File: src/verilog/tpc_pkg.sv
/*
  Constants shared by the two-point scale calibration block and its bench; the divider takes only parameters.
  Assumes a single 20 MHz system clock and a synchronous active-high reset.
*/
// How it works
// - The weight and the below_zero flag are computed from the current converter digits.
// - Weight follows a straight line through the zero point and the reference point.
// - Command 1 takes the present digits as zero-point digits, whose weight is always zero.
// - Command 2 takes the present digits and pairs them with the stored reference weight.
// - A written record holding both digit values and the weight takes effect at once.
// - Command 3 moves the zero point so the present load reads as zero.
// - Digits taken by commands 1 and 2 or written in a record are flagged if above 60074 or below 5461, as advice only.
// - The two-bit sensitivity field decodes to 1, 2 or 4 mV/V, with code 11 reserved.
package tpc_pkg;
  localparam int DIG_W = 16;
  localparam int WGT_W = 16;
  localparam logic [15:0] CMD_ZERO = 16'h0001;
  localparam logic [15:0] CMD_REF = 16'h0002;
  localparam logic [15:0] CMD_SHIFT = 16'h0003;
  localparam logic [15:0] DIG_MAX = 16'heaaa;
  localparam logic [15:0] DIG_BARE = 16'h1555;
  localparam logic [15:0] RST_ZERO_DIG = 16'h0000;
  localparam logic [15:0] RST_REF_DIG = 16'hffff;
  localparam logic [15:0] RST_REF_WGT = 16'h0000;
  localparam logic [1:0] SENS_1MV = 2'h0;
  localparam logic [1:0] SENS_2MV = 2'h1;
  localparam logic [1:0] SENS_4MV = 2'h2;
  localparam logic [1:0] SENS_RSV = 2'h3;
  localparam logic [1:0] SENS_DEFAULT = SENS_2MV;
  localparam logic [2:0] MVV_1 = 3'h1;
  localparam logic [2:0] MVV_2 = 3'h2;
  localparam logic [2:0] MVV_4 = 3'h4;
  localparam int DIV_STEPS = 32;
  typedef enum logic [1:0] {
    ST_IDLE = 2'b00,
    ST_DIV = 2'b01,
    ST_DONE = 2'b10
  } tpc_state_type;
endpackage

File: src/verilog/tpc_calibration.sv
/*
  Two-point weighing calibration: converts converter digits to weight.
  Assumes adc_digits is synchronous to sys_clk and host strobes are one-cycle pulses.
*/
`timescale 1ns/1ns
`default_nettype none
module tpc_calibration #(
  parameter int DIG_W = tpc_pkg::DIG_W,
  parameter int WGT_W = tpc_pkg::WGT_W
) (
  input wire logic sys_clk, // system clock
  input wire logic rst, // synchronous reset
  input wire logic [DIG_W-1:0] adc_digits, // current converter digits
  input wire logic adc_valid, // new digits pulse
  input wire logic rec_wr, // calibration record write pulse
  input wire logic [DIG_W-1:0] rec_zero_dig, // record zero-point digits
  input wire logic [DIG_W-1:0] rec_ref_dig, // record reference digits
  input wire logic [WGT_W-1:0] rec_ref_wgt, // record reference weight
  input wire logic [1:0] rec_sens, // record sensitivity field
  input wire logic cmd_valid, // command pulse
  input wire logic [15:0] cmd_code, // command code
  output logic [WGT_W-1:0] weight, // derived weight
  output logic weight_valid, // new weight pulse
  output logic below_zero, // digits below zero point
  output logic cmd_error, // command error pulse
  output logic cmd_done, // command accepted pulse
  output logic plaus_warn, // captured digits implausible, advisory
  output logic [2:0] sens_mvv, // decoded range in mV/V
  output logic sens_reserved, // reserved range code held
  output logic [DIG_W-1:0] zero_dig, // active zero digits
  output logic [DIG_W-1:0] ref_dig, // active reference digits
  output logic [WGT_W-1:0] ref_wgt // active reference weight
);
  localparam int N_W = DIG_W + WGT_W;
  tpc_pkg::tpc_state_type state;
  logic [DIG_W-1:0] sample;
  logic [DIG_W-1:0] span;
  logic [N_W-1:0] product;
  logic div_start;
  logic div_busy;
  logic div_done;
  logic [N_W-1:0] div_quot;
  logic neg;
  logic [DIG_W-1:0] last_dig;

  function automatic logic implausible(input logic [DIG_W-1:0] d);
    implausible = (d > tpc_pkg::DIG_MAX) || (d < tpc_pkg::DIG_BARE);
  endfunction

  // Characteristic store: commands and direct record writes.
  always_ff @(posedge sys_clk) begin
    if (rst) begin
      zero_dig <= tpc_pkg::RST_ZERO_DIG;
      ref_dig <= tpc_pkg::RST_REF_DIG;
      ref_wgt <= tpc_pkg::RST_REF_WGT;
      cmd_error <= 1'b0;
      cmd_done <= 1'b0;
      plaus_warn <= 1'b0;
    end else begin
      cmd_error <= 1'b0;
      cmd_done <= 1'b0;
      if (rec_wr) begin
        zero_dig <= rec_zero_dig;
        ref_dig <= rec_ref_dig;
        ref_wgt <= rec_ref_wgt;
        cmd_done <= 1'b1;
        plaus_warn <= implausible(rec_zero_dig) || implausible(rec_ref_dig);
      end else if (cmd_valid) begin
        if (cmd_code == tpc_pkg::CMD_ZERO) begin
          zero_dig <= last_dig;
          cmd_done <= 1'b1;
          plaus_warn <= implausible(last_dig);
        end else if (cmd_code == tpc_pkg::CMD_REF) begin
          if (last_dig == zero_dig) begin
            cmd_error <= 1'b1;
          end else begin
            ref_dig <= last_dig;
            cmd_done <= 1'b1;
            plaus_warn <= implausible(last_dig);
          end
        end else if (cmd_code == tpc_pkg::CMD_SHIFT) begin
          // The span is kept, so a shifted zero moves the reference point with it.
          zero_dig <= last_dig;
          ref_dig <= ref_dig + (last_dig - zero_dig);
          cmd_done <= 1'b1;
        end else begin
          cmd_error <= 1'b1;
        end
      end
    end
  end

  // Latest converter sample, used for captures; the weight takes adc_digits directly.
  always_ff @(posedge sys_clk) begin
    if (rst) begin
      last_dig <= '0;
    end else if (adc_valid) begin
      last_dig <= adc_digits;
    end
  end

  // Sensitivity field decode; only a record write changes it.
  always_ff @(posedge sys_clk) begin
    if (rst) begin
      sens_mvv <= tpc_pkg::MVV_2;
      sens_reserved <= 1'b0;
    end else if (rec_wr) begin
      sens_reserved <= 1'b0;
      case (rec_sens)
        tpc_pkg::SENS_1MV: sens_mvv <= tpc_pkg::MVV_1;
        tpc_pkg::SENS_2MV: sens_mvv <= tpc_pkg::MVV_2;
        tpc_pkg::SENS_4MV: sens_mvv <= tpc_pkg::MVV_4;
        default: sens_reserved <= 1'b1;
      endcase
    end
  end

  // Weight = (digits - zero) * ref_wgt / (ref - zero); below zero clamps to 0.
  assign span = ref_dig - zero_dig;
  always_ff @(posedge sys_clk) begin
    if (rst) begin
      state <= tpc_pkg::ST_IDLE;
      sample <= '0;
      neg <= 1'b0;
      product <= '0;
      div_start <= 1'b0;
      weight <= '0;
      weight_valid <= 1'b0;
      below_zero <= 1'b0;
    end else begin
      div_start <= 1'b0;
      weight_valid <= 1'b0;
      case (state)
        tpc_pkg::ST_IDLE: begin
          if (adc_valid && span != '0) begin
            neg <= adc_digits < zero_dig;
            sample <= (adc_digits < zero_dig) ? '0 : adc_digits - zero_dig;
            state <= tpc_pkg::ST_DIV;
          end
        end
        tpc_pkg::ST_DIV: begin
          if (!div_busy && !div_start && product == '0 && !div_done) begin
            product <= N_W'(sample) * N_W'(ref_wgt);
            div_start <= 1'b1;
          end else if (div_done) begin
            weight <= (div_quot > N_W'({WGT_W{1'b1}})) ? {WGT_W{1'b1}} : div_quot[WGT_W-1:0];
            below_zero <= neg;
            weight_valid <= 1'b1;
            product <= '0;
            state <= tpc_pkg::ST_DONE;
          end
        end
        tpc_pkg::ST_DONE: state <= tpc_pkg::ST_IDLE;
        default: state <= tpc_pkg::ST_IDLE;
      endcase
    end
  end

  tpc_divider #(.N_W(N_W), .D_W(DIG_W)) u_div (
    .sys_clk(sys_clk),
    .rst(rst),
    .start(div_start),
    .numer(product),
    .denom(span),
    .busy(div_busy),
    .done(div_done),
    .quot(div_quot)
  );

  property p_zero_capture;
    @(posedge sys_clk) disable iff (rst)
      (cmd_valid && !rec_wr && cmd_code == tpc_pkg::CMD_ZERO) |=> (zero_dig == $past(last_dig));
  endproperty
  a_zero_capture: assert property (p_zero_capture) else $error("zero capture missed");

  property p_ref_capture;
    @(posedge sys_clk) disable iff (rst)
      (cmd_valid && !rec_wr && cmd_code == tpc_pkg::CMD_REF && last_dig != zero_dig)
        |=> (ref_dig == $past(last_dig)) && cmd_done;
  endproperty
  a_ref_capture: assert property (p_ref_capture) else $error("reference capture missed");

  property p_ref_equal;
    @(posedge sys_clk) disable iff (rst)
      (cmd_valid && !rec_wr && cmd_code == tpc_pkg::CMD_REF && last_dig == zero_dig)
        |=> cmd_error && $stable(ref_dig);
  endproperty
  a_ref_equal: assert property (p_ref_equal) else $error("equal reference accepted");

  property p_record;
    @(posedge sys_clk) disable iff (rst)
      rec_wr |=> (zero_dig == $past(rec_zero_dig)) && (ref_wgt == $past(rec_ref_wgt));
  endproperty
  a_record: assert property (p_record) else $error("record not applied");

  property p_shift;
    @(posedge sys_clk) disable iff (rst)
      (cmd_valid && !rec_wr && cmd_code == tpc_pkg::CMD_SHIFT)
        |=> (zero_dig == $past(last_dig)) && (ref_dig - zero_dig == $past(span));
  endproperty
  a_shift: assert property (p_shift) else $error("zero shift wrong");

  property p_weight_time;
    @(posedge sys_clk) disable iff (rst)
      (state == tpc_pkg::ST_IDLE && adc_valid && span != '0) |-> ##[3:40] weight_valid;
  endproperty
  a_weight_time: assert property (p_weight_time) else $error("weight late");

  property p_below;
    @(posedge sys_clk) disable iff (rst)
      (weight_valid && below_zero) |-> weight == '0;
  endproperty
  a_below: assert property (p_below) else $error("below zero not zero");

  property p_sens;
    @(posedge sys_clk) disable iff (rst)
      (rec_wr && rec_sens == tpc_pkg::SENS_RSV) |=> sens_reserved;
  endproperty
  a_sens: assert property (p_sens) else $error("reserved range missed");

  property p_plaus;
    @(posedge sys_clk) disable iff (rst)
      (cmd_valid && !rec_wr && cmd_code == tpc_pkg::CMD_ZERO
        && (last_dig > tpc_pkg::DIG_MAX || last_dig < tpc_pkg::DIG_BARE))
        |=> plaus_warn;
  endproperty
  a_plaus: assert property (p_plaus) else $error("plausibility warning missed");

  c_weight: cover property (@(posedge sys_clk) disable iff (rst) weight_valid && !below_zero);
  c_ref_err: cover property (@(posedge sys_clk) disable iff (rst) cmd_error);
  c_plaus: cover property (@(posedge sys_clk) disable iff (rst) plaus_warn);
  c_shift: cover property (@(posedge sys_clk) disable iff (rst)
    cmd_valid && cmd_code == tpc_pkg::CMD_SHIFT);
endmodule
`default_nettype wire

File: src/verilog/tpc_divider.sv
/*
  Restoring unsigned divider, one quotient bit per clock.
  Assumes start is only raised while busy is low.
*/
`timescale 1ns/1ns
`default_nettype none
module tpc_divider #(
  parameter int N_W = 32,
  parameter int D_W = 16
) (
  input wire logic sys_clk, // system clock
  input wire logic rst, // synchronous reset
  input wire logic start, // begin a division
  input wire logic [N_W-1:0] numer, // dividend
  input wire logic [D_W-1:0] denom, // divisor, nonzero
  output logic busy, // division in progress
  output logic done, // one-cycle result pulse
  output logic [N_W-1:0] quot // quotient
);
  logic [N_W-1:0] q;
  logic [D_W:0] rem;
  logic [5:0] cnt;
  logic [D_W:0] trial;
  assign trial = {rem[D_W-1:0], q[N_W-1]} - {1'b0, denom};
  always_ff @(posedge sys_clk) begin
    if (rst) begin
      busy <= 1'b0;
      done <= 1'b0;
      q <= '0;
      rem <= '0;
      cnt <= 6'h00;
      quot <= '0;
    end else begin
      done <= 1'b0;
      if (start && !busy) begin
        busy <= 1'b1;
        q <= numer;
        rem <= '0;
        cnt <= 6'(N_W);
      end else if (busy) begin
        if (!trial[D_W]) begin
          rem <= trial;
          q <= {q[N_W-2:0], 1'b1};
        end else begin
          rem <= {rem[D_W-1:0], q[N_W-1]};
          q <= {q[N_W-2:0], 1'b0};
        end
        cnt <= cnt - 6'h01;
        if (cnt == 6'h01) begin
          busy <= 1'b0;
          done <= 1'b1;
          quot <= (!trial[D_W]) ? {q[N_W-2:0], 1'b1} : {q[N_W-2:0], 1'b0};
        end
      end
    end
  end
endmodule
`default_nettype wire

File: config.mk
export PLATFORM = sky130hd
export DESIGN_NAME = tpc_calibration
export DESIGN_NICKNAME = d
export VERILOG_FILES = /design/src/verilog/tpc_pkg.sv /design/src/verilog/tpc_calibration.sv /design/src/verilog/tpc_divider.sv
export SDC_FILE = /design/constraint.sdc
export NUM_CORES = 1
export LEC_CHECK = 0
export BUFFER_PORTS_ARGS = -buffer_cell sky130_fd_sc_hd__clkbuf_2
export CAP_MARGIN = 0
export CORE_ASPECT_RATIO = 1.4
export CORE_MARGIN = 1
export CORE_UTILIZATION = 60
export DETAILED_ROUTE_END_ITERATION = 7
export HOLD_SLACK_MARGIN = 0.15
export PLACE_DENSITY = 0.8
export SLEW_MARGIN = 30
export SYNTH_ARGS = -nofsm -noshare
export SYNTH_HDL_FRONTEND = slang
export SYNTH_SLANG_ARGS = --single-unit
File: constraint.sdc
create_clock -name sys_clk -period 11.4 [get_ports sys_clk]
set_input_delay 1.71 -clock sys_clk [delete_from_list [all_inputs] [get_ports sys_clk]]
set_output_delay 1.71 -clock sys_clk [all_outputs]
set_load 0.1 [all_outputs]
# Word-level counts from Yosys, hierarchy flattened
# Index checks and enable logic that the tools add are counted.
# word_totals
elab_cells	144
output_inout_bits	73
input_bits	87
reg_bits	229
# classes
n_reduce_logical	38
eq_ne	15
bitwise	5
n_mux	47
n_mul	1
order_cmp	8
addsub	6
# ops
op	count
two-way mux 16 bit	14
two-way mux 32 bit	4
greater-than comparator 16 bit, second input constant	3
< comparator 16 x 13 -> 1 bit, second input constant	3
subtractor 16 bit	3
== test 16 x 2 -> 1 bit, second input constant	2
greater-than comparator 32 x 16 -> 1 bit, second input constant	1
logical NOT 32 bit	1
multiplier 16 x 16 -> 32 bit	1
two-way mux 1 bit	22
subtractor 17 x 16 -> 17 bit	1
adder 16 bit	1
== test 16 x 1 -> 1 bit, second input constant	1
== test 16 bit	1
< comparator 16 bit	1
nonzero test 16 bit	1
AND reduction 3 bit	5
two-way mux 6 bit	2
nonzero test 3 bit	4
inequality test 3 bit, second input constant	3
one-hot mux 3 bit (3 select lines)	1
OR reduction 3 bit	3
== test 6 x 1 -> 1 bit, second input constant	1
two-way mux 2 bit	3
16 further kinds	38

# Logic depth before layout (Yosys ltp)
# depth
word_depth	7
depth_mapped	24
mapped_depth_nobuf	23

# Hierarchy
# From an unflattened synthesis, not the netlist that was laid out.
# hier_totals
hier_cells	2580
hier_area_um2	21662.0
# by_module_without_submodules
mod	area_each_um2	cells_each	instances	seq_area_each_um2
tpc_calibration	17169.0	2031	1	2822.7
tpc_divider	4493.1	549	1	1761.7

# Worst setup path before layout
# No wires, ideal clock.
# synth_path
path_type	reg2reg
startpoint	reg ref_wgt[9]
endpoint	reg product[31]
t_required_ns	11.274
path_stages_with_launch	23
setup_ns	0.126
t_arrival_ns	6.629
path_slack_ns	4.646
path_buffers	2
period_less_slack_ns	6.754
cell_sequence	dfxtp_1 > clkbuf_1 > clkbuf_1 > nand2_1 > fa_1 > inv_1 > fa_1 > fa_1 > fa_1 > fa_1 > inv_1 > fa_1 > inv_1 > ha_1 > a21o_1 > a21o_1 > a21o_1 > a21oi_1 > o21ai_0 > a21oi_1 > o211ai_1 > a41oi_1 > o31ai_1
# synth_via
elab_chain_len	2
# synth_rtl
element	line_no	text
from (decl)	tpc_calibration.sv:32	output logic [WGT_W-1:0] ref_wgt
from (signal assigned)	tpc_calibration.sv:55	ref_wgt <= tpc_pkg::RST_REF_WGT;
from (signal assigned)	tpc_calibration.sv:65	ref_wgt <= rec_ref_wgt;
multiplier 16 x 16 -> 32 bit	tpc_calibration.sv:143	product <= N_W'(sample) * N_W'(ref_wgt);
two-way mux 32 bit	tpc_calibration.sv:142	if (!div_busy && !div_start && product == '0 && !div_done) begin
to (signal assigned)	tpc_calibration.sv:143	
to (decl)	tpc_calibration.sv:38	logic [N_W-1:0] product;
# Every way passes these cells.
# A chain may end at the register's enable or synchronous reset.

# Final worst setup path
# layout_path
startpoint	reg ref_wgt[3]
endpoint	reg product[29]
# The elaborated chain is that of the path after synthesis.

==> out/metrics.csv <==
metric,value,unit
status,completed,
Yosys reg bits,229,
count of different cell masters after synthesis,72,
final worst clock skew,0.01301,ns
max-cap viol count,0,
PD cells,118.8,nW/um2
Final min period,6.679,ns
met1 Track Usage GR,37.43,%
drc violations,0,
post-cts hold buffer count,0,
initial drt markers,1132,
fmax,149.7,MHz
Post-DRT Antenna Nets,0,
Leakage,10.92,nW
final setup fails,0,
DR WL/cell,18.27,um
I/O pin cnt,160,
Gate Count Post-Synth,2541,
diode count,0,
worst path required time,11.82,ns
"Clk Latency, worst-skew pair",0.55,ns
Die Wd,161.1,um
M2 GR Usage,59.34,%
number of max-slew violations in the final report,0,
sequential area share after synthesis,21.55,%
core footprint,34960,um2
cts bufs inserted,25,
Syn. warnings,0,
Critical Path Source Type,register,
Util after Layout,66.18,%
# nets final,3090,
Routed WL,56450,um
Final TNS setup,0,ns
Post-synth ARST share,0,%
pin count of the biggest net entering global routing,104,
area grow syn2layout,8.788,%
kind of critical path,reg -> reg,
final hold slack,0.4558,ns
global route hottest layer,met2,
Port Buffer Count,159,
Syn Area/Cell,8.371,um2
CTS resizes,0,
endpoint class of the critical path,register,
post-route clock period utilization,58.59,%
CTS tree,yes,
die area,36220,um2
"EDFF count, synth",0,
Synth Net Count,3012,
DR vias,18000,
initial antenna violation count,0,
layout cells sized above 1,8.884,%
worst slack at placement,4.786,ns
Final Instance Count excl. Fillers,3090,
Clock Root Buffer,clkbuf_16,
# rows,81,
Worst Path Arrival,7.10,ns
worst hold path type,reg -> reg,
M3 GR Usage,2.987,%
number of H-tree levels,1,
Slew @ Worst Pin,0.9881,ns
GRT overflow,0,
clk sinks,229,
mapped cell area,21270,um2
final hold violation count,0,
dpl cells,3048,
final RePlAce weighted congestion,0.9438,
dominant synthesized flop cell,dfxtp_1,
VDD IR max,0.1390,mV
setup bufs post-CTS,0,
clock-pin slew on the worst setup and hold paths,0.07,ns
clk buf depth,3,
worst rel slew slack,33.76,%
hpwl dp,43880,um
Die H,224.8,um
maximum fanout along the worst path,18,
vias per cell,5.825,
first-pass GRT wire length,92850,um
min setup slack post-route,4.721,ns
number of global-route vias before repair,18466,
Initial Utilization,60.84,%
RSZ-0062 raised after global routing,no,
GRT Util Overall,32.12,%
drt first pass iters,6,
==> layer usage <==
| layer | up-vias | wire length (um) |
|---|---|---|
| met2 | 594 | 29590 |
| met5 | - | 0 |
| met4 | 0 | 2634 |
| met3 | 160 | 2800 |
| li1 | 8477 | - |
| met1 | 8769 | 21430 |
==> Yosys cell counts (all sizes together) (5+ instances only) <==
cell	number	share of area (%)
inv	353	6.2
nand2	275	4.9
dfxtp	229	22
nor2	218	3.8
fa	212	20
ha	172	10
a21oi	164	3.9
and2	119	3.5
clkbuf	110	1.9
mux2i	101	4.8
o21ai	101	2.4
xnor2	59	2.5
nor3	50	1.2
a211oi	45	1.6
xor2	35	1.4
a21o	31	1.1
nand3	23	0.54
nor2b	23	0.68
nand2b	21	0.65
nor4	20	0.59
o21a	19	0.67
o2bb2ai	15	0.62
a211o	12	0.49
nand4	11	0.32
buf	10	0.28
or3	10	0.29
and3	9	0.26
a22oi	7	0.25
o211ai	7	0.25
a221o	6	0.28
o21bai	6	0.21
a22o	5	0.21
a31oi	5	0.15
o2111ai	5	0.21
o31ai	5	0.24
==> cell type report <==
class,count,area [um2]
fill,2967,11820
timing repair buffer,171,894.6
clock buffer,33,715.7
sequential,229,4587
inverter,353,1325
multi-input combinational,1839,14920
tap,456,570.5
clock inverter,9,132.6
==> cell usage in the layout, fill, tap and decap left out, drive strengths merged, types with 31 or more instances in the layout <==
| cell type | instances |
|---|---|
| a211oi | 45 |
| a21o | 31 |
| a21oi | 164 |
| and2 | 119 |
| clkbuf | 190 |
| dfxtp | 229 |
| fa | 212 |
| ha | 172 |
| inv | 355 |
| mux2i | 101 |
| nand2 | 275 |
| nor2 | 218 |
| nor3 | 50 |
| o21ai | 101 |
| xnor2 | 59 |
| xor2 | 35 |
==> worst max-delay path: stages, from the launching register on <==
cell,delay (ns)
dfxtp_1,0.83
nand2_1,0.19
fa_1,0.53
fa_1,0.50
inv_1,0.05
fa_1,0.52
fa_1,0.44
fa_1,0.54
inv_1,0.06
fa_1,0.57
inv_1,0.06
ha_1,0.35
a21o_1,0.20
a21o_1,0.17
a21o_1,0.18
a21oi_1,0.13
o21ai_0,0.12
a21oi_1,0.56
nor2_1,0.11
nor4bb_1,0.31
o31ai_1,0.12
==> power by group <==
group | leakage, nW | internal (W) | total [W] | switching [W]
sequential | 1.87 | 0.000848 | 0.000935 | 0.0000870
combinational | 8.64 | 0.000348 | 0.000954 | 0.000606
clock | 0.413 | 0.000507 | 0.000861 | 0.000354
total | 10.9 | 0.00170 | 0.00275 | 0.00105
==> logic make-up (layout without fill, tap and decap cells) <==
logic type / Yosys count / after routing / synth area share [%]
adder cells (fa/ha/maj): 384 / 384 / 30.07
buffers and inverters: 473 / 566 / 8.452
multiplexers: 102 / 102 / 4.806
AO/OA/AOI/OAI: 460 / 460 / 13.72
AND/OR/NAND/NOR: 799 / 799 / 17.50
XOR/XNOR: 94 / 94 / 3.906
flip-flops: 229 / 229 / 21.55
==> through the flow <==
stage | instance area (um2) | power [W]
2_1_floorplan | 21270 | 0.001652
3_3_place_gp | 22280 | 0.001862
3_5_place_dp | 22280 | 0.001885
4_1_cts | 23130 | 0.002751
5_1_grt | 23140 | 0.002899
6_report | 23140 | 0.002750
==> worst paths after layout <==
| path | startpoint | to | slack (ns) | cells past startpoint |
|---|---|---|---|---|
| hold reg to reg | u_div.quot[30] | u_div.quot[30] | 0.46 | 2 |
| setup reg to reg | ref_wgt[3] | product[29] | 4.72 | 20 |
| hold / removal | u_div.quot[30] | u_div.quot[30] | 0.46 | 2 |
| setup / recovery | ref_wgt[3] | product[29] | 4.72 | 20 |
==> registers in the layout, indices dropped and copies added, names as in the netlist <==
| name | count |
|---|---|
| product | 32 |
| sample | 16 |
| u_div.done | 1 |
| u_div.cnt | 6 |
| sens_reserved | 1 |
| zero_dig | 16 |
| weight | 16 |
| cmd_error | 1 |
| below_zero | 1 |
| u_div.quot | 32 |
| state | 2 |
| u_div.busy | 1 |
| div_start | 1 |
| sens_mvv | 3 |
| ref_wgt | 16 |
| ref_dig | 16 |
| last_dig | 16 |
| plaus_warn | 1 |
| neg | 1 |
| u_div.rem | 16 |
| weight_valid | 1 |
| u_div.q | 32 |
| cmd_done | 1 |
Power figures use the tool's default switching activity.
